==> config.mk <==
export PLATFORM = sky130hd
export DESIGN_NAME = ictmr_top
export DESIGN_NICKNAME = d
export VERILOG_FILES = /design/src/core/ictmr_pkg.sv /design/src/core/ictmr_top.sv
export VERILOG_INCLUDE_DIRS = /design/src /design/src/core
export SDC_FILE = /design/constraint.sdc
export NUM_CORES = 1
export LEC_CHECK = 0
export ABC_AREA = 1
export BUFFER_PORTS_ARGS = -buffer_cell sky130_fd_sc_hd__buf_4
export CAP_MARGIN = 0
export CORE_UTILIZATION = 49
export DETAILED_ROUTE_END_ITERATION = 6
export GPL_TIMING_DRIVEN = 0
export PLACE_DENSITY = 0.77
export SLEW_MARGIN = 20
export SYNTH_ARGS = -nofsm -noshare
export SYNTH_HDL_FRONTEND = slang
export SYNTH_SLANG_ARGS = --single-unit
export TNS_END_PERCENT = 100
==> constraint.sdc <==
create_clock -name i_clk -period 2.09 [get_ports i_clk]
set_clock_uncertainty 0.1 [all_clocks]
set_input_delay 0.3135 -clock i_clk [delete_from_list [all_inputs] [get_ports i_clk]]
set_output_delay 0.3135 -clock i_clk [all_outputs]
set_load 0.01 [all_outputs]
==> src/core/ictmr_params.svh <==
`ifndef ICTMR_PARAMS_SVH
`define ICTMR_PARAMS_SVH

`define ICT_OFF_CLK_CTRL   12'h000
`define ICT_OFF_MODE_CTRL  12'h004
`define ICT_OFF_LIVE_LO    12'h008
`define ICT_OFF_LIVE_HI    12'h00C
`define ICT_OFF_CAPT_LO    12'h010
`define ICT_OFF_CAPT_HI    12'h014
`define ICT_OFF_STATUS     12'h018

`define ICT_CLKSEL_LSB     4
`define ICT_RUN_BIT        3
`define ICT_WINSEL_LSB     0
`define ICT_MODE_LSB       6
`define ICT_EDGE_LSB       4
`define ICT_FLAG_BIT       0

`define ICT_CS_SYS_DIV4    3'h0
`define ICT_CS_SYS         3'h1
`define ICT_CS_HS_DIV16    3'h2
`define ICT_CS_HS_DIV64    3'h3
`define ICT_CS_SLOW_A      3'h4
`define ICT_CS_SLOW_B      3'h5
`define ICT_CS_EXT_RISE    3'h6
`define ICT_CS_EXT_FALL    3'h7

`define ICT_EDGE_RISE      2'h0
`define ICT_EDGE_FALL      2'h1
`define ICT_EDGE_BOTH      2'h2

`define ICT_SYS_DIV_LAST   2'h3
`define ICT_HS16_MASK      6'h0F
`define ICT_HS64_MASK      6'h3F
`define ICT_WIN_BASE_LOG2  13
`define ICT_RESET_BYTE     8'h00

`endif

==> src/core/ictmr_pkg.sv <==
package ictmr_pkg;

   typedef struct packed {
      logic        psel;
      logic        penable;
      logic        pwrite;
      logic [11:0] paddr;
      logic [31:0] pwdata;
   } ictmr_apb_req_t;

   typedef struct packed {
      logic [31:0] prdata;
      logic        pready;
      logic        pslverr;
   } ictmr_apb_rsp_t;

   typedef struct packed {
      logic [2:0]     clk_sel;
      logic           run;
      logic [2:0]     win_sel;
      logic [1:0]     mode;
      logic [1:0]     edge_sel;
      logic [9:0]     count;
      logic [9:0]     captured;
      logic           flag;
      logic [1:0]     sys_div;
      logic [5:0]     hs_div;
      logic [19:0]    win_cnt;
      logic           ext_d;
      logic           phase_d;
      ictmr_apb_rsp_t rsp;
   } ictmr_state_t;

endpackage

==> src/core/ictmr_top.sv <==
// Chosen here: the APB slave port and the address map.
`timescale 1ns/1ps
`include "ictmr_params.svh"
// Notes on behaviour
// - Three-bit field picks counter tick source among eight codes; codes 4 and 5 both pick the slow tick.
// - Counter advances only while run bit is one; off means frozen.
// - Run bit rising clears live counter and captured count.
// - Run bit falling holds counter and captured count unchanged.
// - Window length is PWM clock over 8192 doubling up to 1048576.
// - Window elapse copies counter to captured count, sets done flag.
// - Mode codes 00/01 mean capture input, 10/11 timer/counter.
// - Capture edge: 00 rising, 01 falling, 10 both, 11 disabled.
// - Edge selection has no effect in timer/counter mode.
// - Live count readable as low byte and two-bit high byte.
// - Captured count low byte is read-only and resets to zero.
// - Captured count high byte holds bits 9..8, rest read zero.
// - Unused mode-control low nibble and clock-control bit 7 read zero.
module ictmr_top #(
   parameter int unsigned WIN_BASE_LOG2 = `ICT_WIN_BASE_LOG2
) (
   input  wire logic                    i_clk,
   input  wire logic                    i_srst,
   input  wire ictmr_pkg::ictmr_apb_req_t i_apb,
   output ictmr_pkg::ictmr_apb_rsp_t    o_apb,
   input  wire logic                    i_high_speed_clock_tick,
   input  wire logic                    i_slow_clock_tick,
   input  wire logic                    i_pwm_clock_tick,
   input  wire logic                    i_external_count_clock,
   input  wire logic                    i_phase,
   output logic                         o_window_done_flag,
   output logic [9:0]                   o_captured_count
);

   ictmr_pkg::ictmr_state_t st_reg;
   ictmr_pkg::ictmr_state_t st_next;

   logic        setup;
   logic        access;
   logic        wr_clk;
   logic        wr_mode;
   logic        wr_stat;
   logic        run_set;
   logic        tick;
   logic        ext_rise;
   logic        ext_fall;
   logic        ph_rise;
   logic        ph_fall;
   logic        ph_hit;
   logic        win_hit;
   logic [19:0] win_mask;
   logic [31:0] rd_data;
   logic        rd_err;

   assign setup    = i_apb.psel && !i_apb.penable && !st_reg.rsp.pready;
   assign access   = i_apb.psel && i_apb.penable && st_reg.rsp.pready;
   assign wr_clk   = access && i_apb.pwrite && (i_apb.paddr == `ICT_OFF_CLK_CTRL);
   assign wr_mode  = access && i_apb.pwrite && (i_apb.paddr == `ICT_OFF_MODE_CTRL);
   assign wr_stat  = access && i_apb.pwrite && (i_apb.paddr == `ICT_OFF_STATUS);
   assign run_set  = wr_clk && i_apb.pwdata[`ICT_RUN_BIT] && !st_reg.run;
   assign ext_rise = i_external_count_clock && !st_reg.ext_d;
   assign ext_fall = !i_external_count_clock && st_reg.ext_d;
   assign ph_rise  = i_phase && !st_reg.phase_d;
   assign ph_fall  = !i_phase && st_reg.phase_d;
   // Window end is the all-ones point of the selected low bits of the PWM tick count
   assign win_mask = ~(20'hFFFFF << (WIN_BASE_LOG2 + 32'(st_reg.win_sel)));
   assign win_hit  = st_reg.run && i_pwm_clock_tick
                     && ((st_reg.win_cnt & win_mask) == win_mask);

   always_comb
   begin
      tick = 1'b0;
      case (st_reg.clk_sel)
         `ICT_CS_SYS_DIV4 : tick = (st_reg.sys_div == `ICT_SYS_DIV_LAST);
         `ICT_CS_SYS      : tick = 1'b1;
         `ICT_CS_HS_DIV16 : tick = i_high_speed_clock_tick
                                   && ((st_reg.hs_div & `ICT_HS16_MASK) == `ICT_HS16_MASK);
         `ICT_CS_HS_DIV64 : tick = i_high_speed_clock_tick
                                   && (st_reg.hs_div == `ICT_HS64_MASK);
         `ICT_CS_SLOW_A   : tick = i_slow_clock_tick;
         `ICT_CS_SLOW_B   : tick = i_slow_clock_tick;
         `ICT_CS_EXT_RISE : tick = ext_rise;
         `ICT_CS_EXT_FALL : tick = ext_fall;
         default          : tick = 1'b0;
      endcase
   end

   always_comb
   begin
      ph_hit = 1'b0;
      if (!st_reg.mode[1])
      begin
         case (st_reg.edge_sel)
            `ICT_EDGE_RISE : ph_hit = ph_rise;
            `ICT_EDGE_FALL : ph_hit = ph_fall;
            `ICT_EDGE_BOTH : ph_hit = ph_rise || ph_fall;
            default        : ph_hit = 1'b0;
         endcase
      end
   end

   always_comb
   begin
      rd_data = 32'h0000_0000;
      rd_err  = 1'b0;
      case (i_apb.paddr)
         `ICT_OFF_CLK_CTRL  : rd_data = {24'h000000, 1'b0, st_reg.clk_sel, st_reg.run,
                                         st_reg.win_sel};
         `ICT_OFF_MODE_CTRL : rd_data = {24'h000000, st_reg.mode, st_reg.edge_sel,
                                         4'h0};
         `ICT_OFF_LIVE_LO   : rd_data = {24'h000000, st_reg.count[7:0]};
         `ICT_OFF_LIVE_HI   : rd_data = {30'h00000000, st_reg.count[9:8]};
         `ICT_OFF_CAPT_LO   : rd_data = {24'h000000, st_reg.captured[7:0]};
         `ICT_OFF_CAPT_HI   : rd_data = {30'h00000000, st_reg.captured[9:8]};
         `ICT_OFF_STATUS    : rd_data = {31'h00000000, st_reg.flag};
         default            : rd_err  = 1'b1;
      endcase
   end

   always_comb
   begin
      st_next         = st_reg;
      st_next.ext_d   = i_external_count_clock;
      st_next.phase_d = i_phase;

      // Registered answer: pready rises in the first access cycle, so no wait states
      st_next.rsp.pready = setup;
      if (setup)
      begin
         st_next.rsp.prdata  = i_apb.pwrite ? 32'h0000_0000 : rd_data;
         st_next.rsp.pslverr = rd_err;
      end
      else if (access)
      begin
         st_next.rsp.prdata  = 32'h0000_0000;
         st_next.rsp.pslverr = 1'b0;
      end

      // Dividers and window sit idle while off, which is the power-down
      if (st_reg.run)
      begin
         st_next.sys_div = st_reg.sys_div + 2'h1;
         if (i_high_speed_clock_tick)
         begin
            st_next.hs_div = st_reg.hs_div + 6'h01;
         end
         if (i_pwm_clock_tick)
         begin
            st_next.win_cnt = st_reg.win_cnt + 20'h00001;
         end
         if (tick)
         begin
            st_next.count = st_reg.count + 10'h001;
         end
         // Window copy takes priority over a phase capture in the same cycle
         if (win_hit)
         begin
            st_next.captured = st_reg.count;
         end
         else if (ph_hit)
         begin
            st_next.captured = st_reg.count;
         end
      end

      // Clear before set, so a window end in the clearing cycle is kept
      if (wr_stat && i_apb.pwdata[`ICT_FLAG_BIT])
      begin
         st_next.flag = 1'b0;
      end
      if (win_hit)
      begin
         st_next.flag = 1'b1;
      end

      if (wr_clk)
      begin
         st_next.clk_sel = i_apb.pwdata[`ICT_CLKSEL_LSB +: 3];
         st_next.run     = i_apb.pwdata[`ICT_RUN_BIT];
         st_next.win_sel = i_apb.pwdata[`ICT_WINSEL_LSB +: 3];
      end
      if (wr_mode)
      begin
         st_next.mode     = i_apb.pwdata[`ICT_MODE_LSB +: 2];
         st_next.edge_sel = i_apb.pwdata[`ICT_EDGE_LSB +: 2];
      end
      if (run_set)
      begin
         st_next.count    = 10'h000;
         st_next.captured = 10'h000;
         st_next.sys_div  = 2'h0;
         st_next.hs_div   = 6'h00;
         st_next.win_cnt  = 20'h00000;
      end
   end

   always_ff @(posedge i_clk)
   begin
      if (i_srst)
      begin
         st_reg <= '0;
      end
      else
      begin
         st_reg <= st_next;
      end
   end

   assign o_apb              = st_reg.rsp;
   assign o_window_done_flag = st_reg.flag;
   assign o_captured_count   = st_reg.captured;

   property p_run_rise_clears;
      @(posedge i_clk) disable iff (i_srst)
      run_set |=> (st_reg.count == 10'h000) && (st_reg.captured == 10'h000);
   endproperty
   a_run_rise_clears: assert property (p_run_rise_clears)
      else $error("run rise did not clear counts");

   property p_off_holds;
      @(posedge i_clk) disable iff (i_srst)
      (!st_reg.run && !run_set) |=> $stable(st_reg.count) && $stable(st_reg.captured);
   endproperty
   a_off_holds: assert property (p_off_holds)
      else $error("counts moved while stopped");

   property p_sys_tick;
      @(posedge i_clk) disable iff (i_srst)
      (st_reg.run && st_reg.clk_sel == `ICT_CS_SYS && !run_set)
      |=> st_reg.count == 10'($past(st_reg.count) + 10'h001);
   endproperty
   a_sys_tick: assert property (p_sys_tick)
      else $error("counter missed system tick");

   property p_div4_tick;
      @(posedge i_clk) disable iff (i_srst)
      (st_reg.run && st_reg.clk_sel == `ICT_CS_SYS_DIV4 && !wr_clk) [*5]
      |-> st_reg.count == 10'($past(st_reg.count, 4) + 10'h001);
   endproperty
   a_div4_tick: assert property (p_div4_tick)
      else $error("divide by four rate wrong");

   property p_window_copy;
      @(posedge i_clk) disable iff (i_srst)
      (win_hit && !run_set) |=> st_reg.flag && (st_reg.captured == $past(st_reg.count));
   endproperty
   a_window_copy: assert property (p_window_copy)
      else $error("window end did not capture");

   property p_timer_mode_no_capture;
      @(posedge i_clk) disable iff (i_srst)
      (st_reg.mode[1] && !win_hit && !run_set) |=> $stable(st_reg.captured);
   endproperty
   a_timer_mode_no_capture: assert property (p_timer_mode_no_capture)
      else $error("phase capture in timer mode");

   property p_phase_rise_capture;
      @(posedge i_clk) disable iff (i_srst)
      (st_reg.run && !st_reg.mode[1] && st_reg.edge_sel == `ICT_EDGE_RISE && ph_rise
       && !win_hit && !run_set) |=> st_reg.captured == $past(st_reg.count);
   endproperty
   a_phase_rise_capture: assert property (p_phase_rise_capture)
      else $error("rising phase edge not captured");

   property p_mode_low_zero;
      @(posedge i_clk) disable iff (i_srst)
      (setup && !i_apb.pwrite && i_apb.paddr == `ICT_OFF_MODE_CTRL)
      |=> o_apb.pready && (o_apb.prdata[3:0] == 4'h0) && !o_apb.pslverr;
   endproperty
   a_mode_low_zero: assert property (p_mode_low_zero)
      else $error("mode control low nibble not zero");

   property p_capt_hi_read;
      @(posedge i_clk) disable iff (i_srst)
      (setup && !i_apb.pwrite && i_apb.paddr == `ICT_OFF_CAPT_HI)
      |=> o_apb.prdata == {30'h00000000, $past(st_reg.captured[9:8])};
   endproperty
   a_capt_hi_read: assert property (p_capt_hi_read)
      else $error("captured high byte read wrong");

   property p_live_lo_read;
      @(posedge i_clk) disable iff (i_srst)
      (setup && !i_apb.pwrite && i_apb.paddr == `ICT_OFF_LIVE_LO)
      |=> o_apb.prdata == {24'h000000, $past(st_reg.count[7:0])};
   endproperty
   a_live_lo_read: assert property (p_live_lo_read)
      else $error("live low byte read wrong");

   property p_live_hi_read;
      @(posedge i_clk) disable iff (i_srst)
      (setup && !i_apb.pwrite && i_apb.paddr == `ICT_OFF_LIVE_HI)
      |=> o_apb.prdata == {30'h00000000, $past(st_reg.count[9:8])};
   endproperty
   a_live_hi_read: assert property (p_live_hi_read)
      else $error("live high byte read wrong");

   property p_flag_clear;
      @(posedge i_clk) disable iff (i_srst)
      (wr_stat && i_apb.pwdata[`ICT_FLAG_BIT] && !win_hit) |=> !st_reg.flag;
   endproperty
   a_flag_clear: assert property (p_flag_clear)
      else $error("done flag not cleared");

endmodule

# Word level (Yosys, flattened, before mapping)
# Index checks and enable logic that the tools add are counted.
op_classes:
  addsub: 5
  eq_ne: 19
  shifts: 1
  muxes: 14
  bitwise: 2
  reduce_logical: 40
ops:
  columns: ["cell", "count"]
  rows:
  - ["2-to-1 mux 32 bit", 3]
  - ["one-hot mux 8 bit (7 select lines)", 1]
  - ["== test 12 x 5 -> 1 bit (second input constant)", 3]
  - ["== test 12 x 4 -> 1 bit (second input constant)", 2]
  - ["adder 20 x 1 -> 20 bit (second input constant)", 1]
  - ["AND 20 bit", 1]
  - ["== test 20 bit", 1]
  - ["2-to-1 mux 10 bit", 2]
  - ["NOT 20 bit", 1]
  - ["<< shifter 20 x 5 -> 20 bit (first input constant)", 1]
  - ["logical AND 1 bit", 19]
  - ["== test 12 x 3 -> 1 bit (second input constant)", 1]
  - ["== test 3 bit (second input constant)", 4]
  - ["logical NOT 12 bit", 1]
  - ["adder 10 x 1 -> 10 bit (second input constant)", 1]
  - ["AND reduction 2 bit", 4]
  - ["logical NOT 1 bit", 7]
  - ["one-hot mux 1 bit (7 select lines)", 1]
  - ["OR reduction 7 bit", 1]
  - ["adder 6 x 1 -> 6 bit (second input constant)", 1]
  - ["== test 3 x 2 -> 1 bit (second input constant)", 2]
  - ["== test 6 bit (second input constant)", 1]
  - ["2-to-1 mux 1 bit", 6]
  - ["nonzero test 2 bit", 3]
  - ["11 further kinds", 13]
word_totals:
  regBits: 96
  inputBits: 54
  out_inout_bits: 45
  word_cells: 97

# Logic depth before layout (Yosys ltp)
# Gate-level depths: netlist of the first run.
depth:
  depth_word: 8
  mapped_depth: 15
  ltp_nobuf: 14

# Worst setup path before layout of the first run
# No wires, ideal clock.
synth_timing:
  kind: "reg-to-reg"
  from: "register st_reg[89] (netlist name)"
  to: "register st_reg, in the netlist o_captured_count[2]"
  setup_ns: 0.115
  t_arrival_ns: 1.833
  required_time_ns: 1.875
  setup_slack_ns: 0.042
  stages_incl_launch_ff: 16
  path_cell_list: "dfxtp_1 -> ha_1 -> inv_1 -> ha_1 -> inv_1 -> nor2_1 -> nand2_1 -> o21ai_0 -> nand2_1 -> nor2_1 -> nand3_1 -> nand2_1 -> buf_2 -> nand3_1 -> nand2_1 -> nor2_1"
synth_via:
  elab_chain_len: 8
synth_rtl:
  columns: ["element", "line_no", "rtl"]
  rows:
  - ["from (decl)", "ictmr_top.sv:34", "ictmr_pkg::ictmr_state_t st_reg;"]
  - ["from (signal assigned)", "ictmr_top.sv:204", "st_reg <= st_next;"]
  - ["adder 4 x 3 -> 5 bit (*)", "ictmr_top.sv:65", "assign win_mask = ~(20'hFFFFF << (WIN_BASE_LOG2 + 32'(st_reg.win_sel)));"]
  - ["<< shifter 20 x 5 -> 20 bit (*)", "ictmr_top.sv:65", null]
  - ["NOT 20 bit (*)", "ictmr_top.sv:65", null]
  - ["AND 20 bit", "ictmr_top.sv:67", "&& ((st_reg.win_cnt & win_mask) == win_mask);"]
  - ["== test 20 bit (*)", "ictmr_top.sv:67", null]
  - ["logical AND 1 bit (*)", "ictmr_top.sv:67", null]
  - ["nonzero test 2 bit (no source line)", null, null]
  - ["AND reduction 2 bit (no source line)", null, null]
# Every way passes the cells marked *; elsewhere a longest branch is shown, timed or not.
# A chain may end at the register's enable or synchronous reset.

# Worst setup path in the final report of the first run
layout_timing:
  from: "register st_reg[90] (netlist name)"
  to: "register st_reg, in the netlist o_captured_count[3]"
# Same word-level chain as after synthesis.

==> impl.org, run 1 <==
** Placement
- IO Port Bufs :: 50
- At the end of routability-driven placement, the weighted congestion stood at 0.9550.
- Half-perimeter wire length of the detailed placement result :: around 8000 um
- After detailed placement, the total cell area comes to around 4900 um2.

** GRT
- Entering global routing, the biggest net connects 13 pins.
- Wire length of the first global-routing pass :: ~17,000 um
- Gr usage total :: 0.2416
- Overall overflow remaining after global route :: 0
- Number of antenna violations at the first check in global routing :: 0
- Number of global-route vias before repair :: around 3,600

** Setup path
- Slowest cell on crit path :: dfxtp_4
- Crit path buf inv count :: 2
- Critical path's top delay family :: simple AND/OR/NAND/NOR gates
- The signal on the critical path passes through ha_4 > inv_4 > ha_4 > nor2_1 > nand2_1 > nand2_1 > a21oi_1 > nand3_1 > nor2_1 > nand3_1 > nand2_2 > buf_6 > nand3_1 > nand2_1 > nor2_1.
- In this run the worst path has a maximum fanout of 6.
- The worst setup path is launched from a flop.
- In this design, the stage delay of the slowest critical-path cell is 0.36 ns.
- The worst register-to-register path has a setup slack of -0.02 ns.
- By startpoint and endpoint, the worst setup path is classified as flop to flop.
- The worst setup path is captured at a flop.
- At the worst endpoint, the arrival time is 2.25 ns.
- Data on the critical path is required at its endpoint by about 2.2 ns.

** STA
- Slew at the pin with the worst max-slew slack :: 0.7328 ns
- Slew Viols, Final :: 0
- Based on the critical path, the design can be clocked at up to around 470 MHz.
- In the final timing run, aggregate negative setup slack is -0.02335 ns.
- Setup repair after global routing missed its margin :: yes
- Setup violators final :: 2
- In the finished design, the share of the clock period the worst path needs comes to 1.008.
- Number of hold-slack violations in the final timing report :: 0
- In the post-route analysis, the smallest setup slack over all paths is -0.01696 ns.
- Slew margin rel. :: 0.5077
- Minimum period implied by the final worst setup slack :: 2.107 ns

** Logic synthesis
- Register area share after synthesis :: 0.3360
- In this run, synthesis inferred 0 flip-flops with an integrated enable.
- In this run, synthesis produced a sequential element count of around 70.
- Averaged over all synthesized cells, the footprint is between 6 and 7 um2.
- Mapped Area :: 4290 um2
- Area share of the leading cell type in the synthesized netlist :: 0.3360
- Post-synth top flop :: dfxtp_1
- By area the synthesized netlist is led by dfxtp_1, nand2_1, buf_4.
- During synthesis, Yosys emitted a total of 0 warnings.
- Counting every instance in the synthesized netlist gives ~630.
- For this run, asynchronously set or reset flops after synthesis account for 0.
- Unique cell type count in the Yosys netlist :: 46
- Yosys top cell by area :: dfxtp_1

** Pwr
- VDD sags by at most ~0.33 mV.
- Static Leak :: approximately 2.4 nW
- Power per Cell Area :: about 560 nW/um2

** Die
- Die Height :: approximately 96 um
- The initial utilization of the core area, before any placement, comes to 0.5144.
- Row generation in the floorplan step produced 33 rows.
- Die X :: roughly 96 um
- Number of I/O pins :: 99
- Area enclosed by the die boundary :: 9134 um2
- Standard cell core area :: around 8300 um2

** Layout
- Multi-input logic area :: 2277 um2
- Area added between synthesis and finish :: 23.91%
- Leaving out fill and tap cells, the most frequent cells in the layout are nand2_1, buf_4, inv_1.
- Max FFs per register :: 51
- Summing all non-filler instances in the final layout gives an area of between 5000 and 6000 um2.
- Summing all flip-flop and latch instances after layout gives roughly 1400 um2.
- In the final layout, the share of cells above drive strength 1 is 0.2311.
- The repair_antennas step left the layout with diodes totalling 0.
- Commonest non-fill, non-tap cell in the layout :: nand2_1
- The filler cells instantiated in the layout total 749.
- At the end of the flow, the number of nets in the layout was around 790.

** Drt
- Once detail routing completed, the nets flagged for antenna violations numbered 0.
- Summed over all layers, the routed wires come to 10,460 um.
- After detailed routing, the number of remaining DRC violations is 0.
- Summing over every cut layer, the via total after detailed routing is between 4,000 and 5,000.
- The pre-antenna-repair detailed-routing pass consisted of 5 iterations.
- DRC violation total after the first TritonRoute iteration :: 230
- Per-cell routed wire length :: ~13 um
- Vias per cell :: a little over 5

** Worst hold path
- Kind of path behind the tightest hold check :: input pin to flop

** CTS
- The H-tree generated during clock tree synthesis spans 3 levels.
- Worst-Skew Late Latency :: between 0.3 and 0.4 ns
- CTS sink cnt :: 72
- Clock-pin slew was measured on the worst setup and hold paths at approximately 0.08 ns.
- The clock passes through at most 2 buffers.
- CTS tree :: yes
- Number of hold-repair buffers added at the cts stage :: 0
- Root cell of the clock tree :: clkbuf_8
- TritonCTS created 9 clock buffers.

** Run
- The tool flagged a number of max-cap violations equal to 0.

** Run status
- Violated checks :: setup timing
- Run status :: finished with violations
worst min-delay path, stage by stage:
cell and delay [ns]:
buf_4 0.08, inv_1 0.04, nor2_1 0.06
per-layer routing:
metal | track usage | share of wire | vias up
met4 | 0.08831 | 0.024 | 0
li1 | - | - | 2139
met1 | 0.3032 | 0.44 | 1896
met2 | 0.3976 | 0.47 | 139
met3 | 0.06220 | 0.063 | 20
met5 | 0 | 0 | -
cell usage after synthesis, types with 3 or more instances:
cell type	instances
nor2_2	3
dfxtp_1	72
nor3_1	11
nor2_1	54
xnor2_1	4
o21ai_0	25
buf_4	45
ha_1	11
xor2_1	12
inv_1	84
buf_2	4
nor2_4	3
a21oi_1	45
nand3_1	57
nand2_1	143
nand4_1	9
o2111ai_1	3
per-stage QoR:
step / power (mW) / hold slack (ns) / util / instances / setup WS (ns)
after floorplan: 1.529 / 0.3273 / - / 651 / 0.04223
after global placement: 1.599 / 0.3422 / 0.5855 / 806 / -0.2650
after detailed placement: 1.601 / 0.3441 / 0.5855 / 806 / -0.2950
after CTS: 2.973 / 0.08328 / 0.6323 / 828 / -0.008979
after global routing: 3.078 / 0.1288 / 0.6374 / 832 / -0.1340
final: 2.965 / 0.08979 / 0.6374 / 832 / -0.01696
power by group:
group	internal, mW	switching (mW)	leakage (nW)	total [mW]
registers	1.37	0.00214	0.582	1.37
logic	0.100	0.106	1.71	0.206
clock network	0.856	0.528	0.126	1.38
cells by family (layout without fill, tap and decap cells):
kind of cell | after synthesis | after routing | synth area share
compound gates | 85 | 85 | 0.1105
xor+xnor | 16 | 16 | 0.03266
fa+ha+maj | 11 | 11 | 0.03208
buf+inv | 144 | 220 | 0.1706
flops | 72 | 72 | 0.3360
other cells | 1 | 24 | 0.0008741
simple gates | 299 | 299 | 0.3173
repair_timing:
action,CTS,global route
setup buffers,5,3
endpoints found under the setup margin,10,41
gates cloned,1,1
gates resized for setup,23,6
pin swaps,11,4
layout make-up:
class,count,share of cell area
clock buffers,11,0.02848
clock inverters,5,0.01930
flip-flops and latches,72,0.2725
inverters,88,0.06354
repair inverters,1,0.0009414
multi-input cells,435,0.4283
well taps,105,0.02471
repair buffers,59,0.08402
plain buffers,56,0.07814
final timing paths:
check                              start                   to  cells past startpoint
setup / recovery              st_reg[90]  o_captured_count[3]                     15
hold / removal    i_external_count_clock           st_reg[35]                      3
setup reg to reg              st_reg[90]  o_captured_count[3]                     15
hold reg to reg                 o_apb[0]             o_apb[0]                      2
No activity file was read; power rests on OpenSTA's default activity.
==> inputs of run 2 (changes only) <==
--- a/config.mk
+++ b/config.mk
@@ -11,6 +11,7 @@
 export CAP_MARGIN = 0
-export CORE_UTILIZATION = 49
+export CORE_UTILIZATION = 55
 export DETAILED_ROUTE_END_ITERATION = 6
 export GPL_TIMING_DRIVEN = 0
-export PLACE_DENSITY = 0.77
+export PLACE_DENSITY = 0.81
+export REMOVE_ABC_BUFFERS = 1
 export SLEW_MARGIN = 20
==> constraint.sdc (replaced) <==
create_clock -name i_clk -period 2.5 [get_ports i_clk]
set_clock_uncertainty 0.1 [all_clocks]
set_input_delay 0.375 -clock i_clk [delete_from_list [all_inputs] [get_ports i_clk]]
set_output_delay 0.375 -clock i_clk [all_outputs]
set_load 0.005 [all_outputs]
==> impl.org, run 2 (synthesized netlist as in run 1, its figures left out) <==
** Run status
- The run finished with clean final reports.

** Setup path
- Reg-to-reg slack, setup :: 0.16 ns (+0.18 ns)
- Peak fanout along the critical path :: 10 (+4)
- FF-to-FF End :: o_captured_count[7]
- Crit path required time :: 2.65 ns (+0.42 ns)
- Reg2Reg Depth :: 14 (-1)
- The worst setup path is launched from a flop.
- The endpoint arrival time on the critical path is 2.49 ns (+0.24 ns).
- Critical path startpoint :: st_reg[89]
- The worst setup path is captured at a flop.
- Type of the setup path with the least slack :: flop to flop
- Worst reg2reg startpoint :: st_reg[89]

** Pwr
- The power after layout came to 2.156 mW (-27%).
- The maximum resistive drop on vdd was 0.2221 mV (-34%).
- The power density of the placed cells was 455.1 nW/um2 (-18%).
- The leakage power figure was 2.065 nW (-15%).

** Die
- Site Rows :: 31 (-6.1%)
- The die outline height is 90.32 um (-5.5%).
- The starting density of the core is 0.5791 (+0.06472).
- The die width is 90.32 um (-5.5%).
- Area enclosed by the die boundary :: 8158 um2 (-11%)
- The placeable core region came to 7408 um2 (-11%).
- The number of ports placed on the die boundary came to 99 (unchanged).

** STA
- Setup repair after global routing missed its margin :: no
- Slew Viols, Final :: 0 (unchanged)
- Share of the clock period used by the worst path after layout :: 0.9356 (-0.07250)
- The final-layout setup total negative slack is 0 ns (+0.02335 ns).
- The headroom to the max-slew limit was 0.1576 (-0.3501).
- The final count of hold timing violations was 0 (unchanged).
- The timing-limited maximum frequency was 427.5 MHz (-9.9%).
- The final hold slack was 0.1443 ns (+0.05447 ns).
- Slew at the pin with the worst max-slew slack :: 1.244 ns (+0.5111 ns)
- Final WS setup :: 0.1610 ns (+0.1779 ns)
- Setup violators final :: 0 (-2)
- Minimum period implied by the final worst setup slack :: 2.339 ns (+0.2321 ns)

** CTS
- CTS tree :: yes
- The number of levels the H-tree was split into is 3 (unchanged).
- The clock latency at the later pin of the worst-skew pair was 0.36 ns (about the same).
- The post-CTS setup buffer count came to 0 (-5).
- CTS clk-pin slew, worst paths :: 0.10 ns (+0.02 ns)
- Cts bufs inserted :: 9 (unchanged)
- Clock tree buffer depth :: 2 (unchanged)
- The tree is rooted in a clkbuf_8.
- The number of sinks on the clock net was 72 (unchanged).

** Drt
- Count of nets left with antenna violations after detail routing :: 0 (unchanged)
- DR vias :: 4,008 (-4.4%)
- First-pass iteration count of the detailed router :: 5 (unchanged)
- The via-per-instance ratio came to 5.253 (+4.2%).
- The total wire length after detailed routing came to 9981 um (-4.6%).
- DRC violations left :: 0 (unchanged)
- The detail-routed net length per standard cell is 13.08 um (+4.1%).
- The number of design-rule violations left by the first detailed-router iteration is 202 (-12%).

** Placement
- The total cell area at the placement stage was 4476 um2 (-8.4%).
- The worst setup slack before clock tree synthesis came to -0.2732 ns (+0.02183 ns).
- The final estimated routing congestion in global placement came to 0.9226 (-3.4%).
- The cell count after placement came to 744 (-7.7%).
- The placed wire-length estimate came to 7186 um (-8.8%).
- The number of port buffers was 50 (unchanged).

** GRT
- Number of antenna violations at the first check in global routing :: 0 (unchanged)
- Gr usage total :: 0.2431 (+0.001503)
- The global routing stage identified its most utilized layer as met2.
- Overall overflow remaining after global route :: 0 (unchanged)
- Met2 layer usage reported by global route :: 0.4046 (+0.006961)
- The met3 capacity usage during global routing is 0.03199 (-0.03021).
- Largest net degree at the start of global routing :: 30 (+17)
- The global-route met1 utilization came to 0.3209 (+0.01770).
- The wire length of the first global-routing pass is 16,210 um (-3.8%).
- The number of global-route vias before repair came to 3,576 (-0.69%).

** Layout
- The library cell used most frequently in the layout, excluding fill and tap cells, is nand2_1.
- Fraction of final layout cells with drive strength greater than 1 :: 0.1491 (-0.08199)
- The final cell area excluding filler cells is 4737 um2 (-11%).
- Ant diodes :: 0 (unchanged)
- In the layout the commonest cells are nand2_1, inv_1, dfxtp_1.
- Core utilization of the finished layout :: 0.6394 (+0.002005)
- Relative to the synthesized area, the layout overhead comes to 10.41%.
- Max FFs per register :: 51 (unchanged)
- The final net count came to 724 (-8.0%).
- Post-route insts no fill :: 763 (-8.3%)

** Run
- MaxCap Viol Count :: 0 (unchanged)

** Worst hold path
- The worst hold path belongs to the class input pin to flop.
- End of the worst hold path :: st_reg[35]
- Number of cells on the worst hold path :: 3 (unchanged)
- The startpoint identified for the worst hold timing path is i_external_count_clock.
run 2: cell count changes in the layout (fill, tap and decap cells not counted), sizes merged:
cell / change
buf: -61
bufinv: -3
clkbuf: -6
clkinv: +3
clkinvlp: -2
inv: +3
nand2: +2
o21ai: +1
run 2: layout make-up:
| cell class | instances | area, um2 |
|---|---|---|
| tap | 99 | 123.9 |
| timing repair buffer | 50 | 375.4 |
| clock inverter | 7 | 62.56 |
| sequential | 72 | 1448 |
| inverter | 88 | 331.6 |
| multi-input combinational | 438 | 2272 |
| fill | 670 | 2671 |
| clock buffer | 9 | 123.9 |
run 2: how the worst max path moves through the flow:
stage	depth (start not counted)	endpoint	slack [ns]
global placement	11	o_captured_count[9]	-0.24
CTS	14	o_captured_count[8]	0.008
finish	14	o_captured_count[7]	0.16
global route	9	st_reg[51]	0.01
floorplan	14	o_captured_count[0]	0.28
detailed placement	11	o_captured_count[3]	-0.27
run 2: what timing repair did:
action | CTS | global route
hold buffers | 0 | 0
setup endpoints to repair | 19 | 10
resized for setup | 3 | 12
cloned | 1 | 2
pin swaps | 1 | 1
run 2: critical path, stage by stage (launching register included):
cell,delay [ns]
dfxtp_4,0.39
ha_1,0.15
inv_1,0.07
ha_1,0.35
inv_1,0.09
nor2_1,0.09
nand2_1,0.08
o21ai_1,0.14
nand2_1,0.08
nor2_2,0.15
nand3_4,0.16
nand2_4,0.17
nand3_1,0.09
nand2_1,0.09
nor2_1,0.04
run 2: power by group:
part	total [mW]	internal [mW]	switching, mW
Clock	0.883	0.379	0.504
Combinational	0.123	0.0478	0.0751
Sequential	1.15	1.15	0.00202
Total	2.16	1.57	0.581
run 2: per-layer routing:
| metal | part of all wire | vias to the layer above |
|---|---|---|
| met5 | 0 | - |
| met4 | 0.019 | 0 |
| met3 | 0.057 | 21 |
| met2 | 0.47 | 130 |
| met1 | 0.45 | 1840 |
| li1 | - | 2017 |
==> inputs of run 3 (changes only) <==
CORE_ASPECT_RATIO = 1.5   (was unset)
==> impl.org, run 3 (synthesized netlist as in run 1, its figures left out) <==
** Pwr
- Internal Power :: 2.076 mW (+32%)
- The portion of total power attributed to the clock network came to 0.518 (+0.108).
- Switching power as a share of total power :: 0.2201 (-0.04943)
- Static Leak :: 2.153 nW (+4.2%)
- The combinational cell fraction of total power was 0.049 (-0.008).
- Worst-case vdd ir drop :: 0.5422 mV (+140%)
- Sequential share of power :: 0.433 (-0.100)
- The net load switching power was 0.5857 mW (+0.81%).
- Power per Cell Area :: 542.5 nW/um2 (+19%)

** Setup path
- The top fanout value on the critical path was 6 (-4).
- STA classifies the critical path startpoint as a flop.
- Category of the worst setup path capture point :: flop
- The signal on the critical path passes through ha_1 > inv_1 > ha_4 > nand2_1 > inv_1 > nand2_1 > o21bai_1 > nand2_1 > nor2_1 > nand3_2 > nand2_4 > nand3_1 > nand2_1 > nor2_1.
- The largest incremental delay on the critical path is 0.37 ns (-0.02 ns).
- The worst setup path is of the flop to flop kind.
- Worst path most repeated cell :: nand2_1
- Crit path buf inv count :: 2 (unchanged)
- The data required time at the worst endpoint is 2.62 ns (-0.03 ns).
- Critical path's top delay family :: simple AND/OR/NAND/NOR gates
- The register-to-register setup slack is 0.19 ns (+0.03 ns).
- Arrival time worst endpoint :: 2.43 ns (-0.06 ns)
- Slowest cell on crit path :: dfxtp_4

** Die
- Standard cell core area :: 7564 um2 (+2.1%)
- Die Height :: 110.2 um (+22%)
- The die width came to 74.12 um (-18%).
- The die area came to 8165 um2 (about the same).
- The starting density of the core came to 0.5672 (-0.01188).
- Number of I/O pins :: 99 (unchanged)
- The site row count was 39 (+26%).

** Layout
- The final non-filler cell total was 770 (+0.92%).
- Relative to the synthesized area, the layout overhead comes to 14.35%.
- Design area :: 4906 um2 (+3.6%)
- In the layout the commonest cells are nand2_1, inv_1, dfxtp_1.
- Number of nets in the layout :: 728 (+0.55%)
- The flip-flop count of the largest register after layout is 51 (unchanged).
- The share of cells above drive strength 1 came to 0.1527 (+0.003598).
- Ant diodes :: 0 (unchanged)
- Commonest non-fill, non-tap cell in the layout :: nand2_1

** CTS
- The clock latency at the later pin of the worst-skew pair came to 0.34 ns (-0.02 ns).
- CTS sink cnt :: 72 (unchanged)
- The total clock buffers created by CTS was 9 (unchanged).
- The number of levels the H-tree was split into came to 3 (unchanged).
- Number of hold-repair buffers added at the cts stage :: 0 (unchanged)
- The buffer depth of the longest clock path was 2 (unchanged).
- The root buffer cell chosen for the clock tree is clkbuf_16.
- The clock input transition at the sequential cells of the worst setup and hold paths is 0.06 ns (-0.04 ns).
- CTS tree :: yes

** STA
- Smallest hold slack :: 0.1711 ns (+0.02682 ns)
- The actual transition at the worst max-transition pin is 1.126 ns (-0.1176 ns).
- The final period utilization is 0.9227 (-0.01291).
- Setup violators final :: 0 (unchanged)
- Slew Viols, Final :: 0 (unchanged)
- The timing-limited maximum frequency came to 433.5 MHz (+1.4%).
- Number of hold-slack violations in the final timing report :: 0 (unchanged)
- Final WS setup :: 0.1932 ns (+0.03227 ns)
- Slew margin rel. :: 0.2373 (+0.07967)
- Minimum period implied by the final worst setup slack :: 2.307 ns (-0.03227 ns)

** Run
- MaxCap Viol Count :: 0 (unchanged)

** GRT
- Overall overflow remaining after global route :: 0 (unchanged)
- Number of antenna violations at the first check in global routing :: 0 (unchanged)
- Gr usage total :: 0.2685 (+0.02541)
- The wire length of the first global-routing pass was 16,460 um (+1.5%).
- The largest net degree at the start of global routing is 30 (unchanged).
- Number of global-route vias before repair :: 3,756 (+5.0%)

** Drt
- DRC violation total after the first TritonRoute iteration :: 240 (+19%)
- The total wire length after detailed routing is 10,750 um (+7.7%).
- The post-detailed-route count of antenna-violating nets was 0 (unchanged).
- The detail-routed net length per standard cell came to 13.96 um (+6.7%).
- The number of vias in the routed layout is 4,060 (+1.3%).
- Vias per cell :: 5.273 (+0.38%)
- The total DRC errors in the routed layout was 2 (+2).
- The iteration count of the initial detailed-routing pass is 7 (+2).

** Run status
- Run status :: finished with violations
- The checks that failed: DRC.

** Placement
- IO Port Bufs :: 50 (unchanged)
- The worst setup slack before clock tree synthesis came to -0.2427 ns (+0.03054 ns).
- Placed standard-cell area :: 4479 um2 (about the same)
- The cell count after placement is 747 (+0.40%).
- The placed wire-length estimate is 7810 um (+8.7%).
- The final estimated routing congestion in global placement came to 0.9281 (+0.60%).

** Worst hold path
- The tightest min-delay check is of the input pin to flop type.
## run 3: cell count changes in the layout (fill, tap and decap cells not counted), sizes merged
cell      before  now
buf           50   54
bufinv         0    2
inv           89   86
clkinv         5    7
clkinvlp       1    0
## run 3: layout make-up
cell class	count	area [um2]
Clock inverter	7	96.34
Clock buffer	9	225.2
Multi-Input combinational cell	438	2272
Tap cell	102	127.6
Inverter	88	331.6
Sequential cell	72	1448
Timing Repair Buffer	54	405.4
Fill cell	685	2658
## run 3: worst register-to-register path, cell delays in order, from the launching register on
cell and delay, ns:
dfxtp_4 0.37, ha_1 0.15, inv_1 0.09, ha_4 0.31, nand2_1 0.10, inv_1 0.06
nand2_1 0.07, o21bai_1 0.15, nand2_1 0.06, nor2_1 0.11, nand3_2 0.22, nand2_4 0.18
nand3_1 0.09, nand2_1 0.09, nor2_1 0.05
## run 3: routing by layer
layer	vias to the layer above	wire length [um]	track usage
met3	40	419	0.04909
met2	123	5953	0.5149
met4	0	480	0.1621
met1	1874	3896	0.2560
li1	2023	-	-
met5	-	0	0
## run 3: power by group through the flow
stage                     logic (mW)  registers, mW  clock network, mW
after CTS                      0.119           1.15               1.39
after global routing           0.145           1.15               1.45
after floorplan               0.0526           1.18                  0
after detailed placement       0.115           1.18                  0
final                          0.131           1.15               1.38
after global placement         0.113           1.18                  0
## run 3: metrics by stage
step	power, mW	setup TNS (ns)	util
after floorplan	1.231	0	-
after global placement	1.291	-3.960	0.5922
after detailed placement	1.294	-4.207	0.5922
after CTS	2.664	0	0.6364
after global routing	2.748	-0.02963	0.6486
final	2.661	0	0.6486
## run 3: final timing paths
check / start / end / cells past startpoint
max: st_reg[89] / o_captured_count[1] / 14
min reg2reg: o_apb[2] / o_apb[2] / 2
max reg2reg: st_reg[89] / o_captured_count[1] / 14
min: i_external_count_clock / st_reg[35] / 3
## run 3: what timing repair did
item | 4_1_cts | 5_1_grt
setup endpoints to repair | 23 | 15
cloned | 1 | 2
hold endpoints to repair | 0 | 0
gates resized for setup | 2 | 12
buffers inserted | 0 | 4
pin swaps | 1 | 2
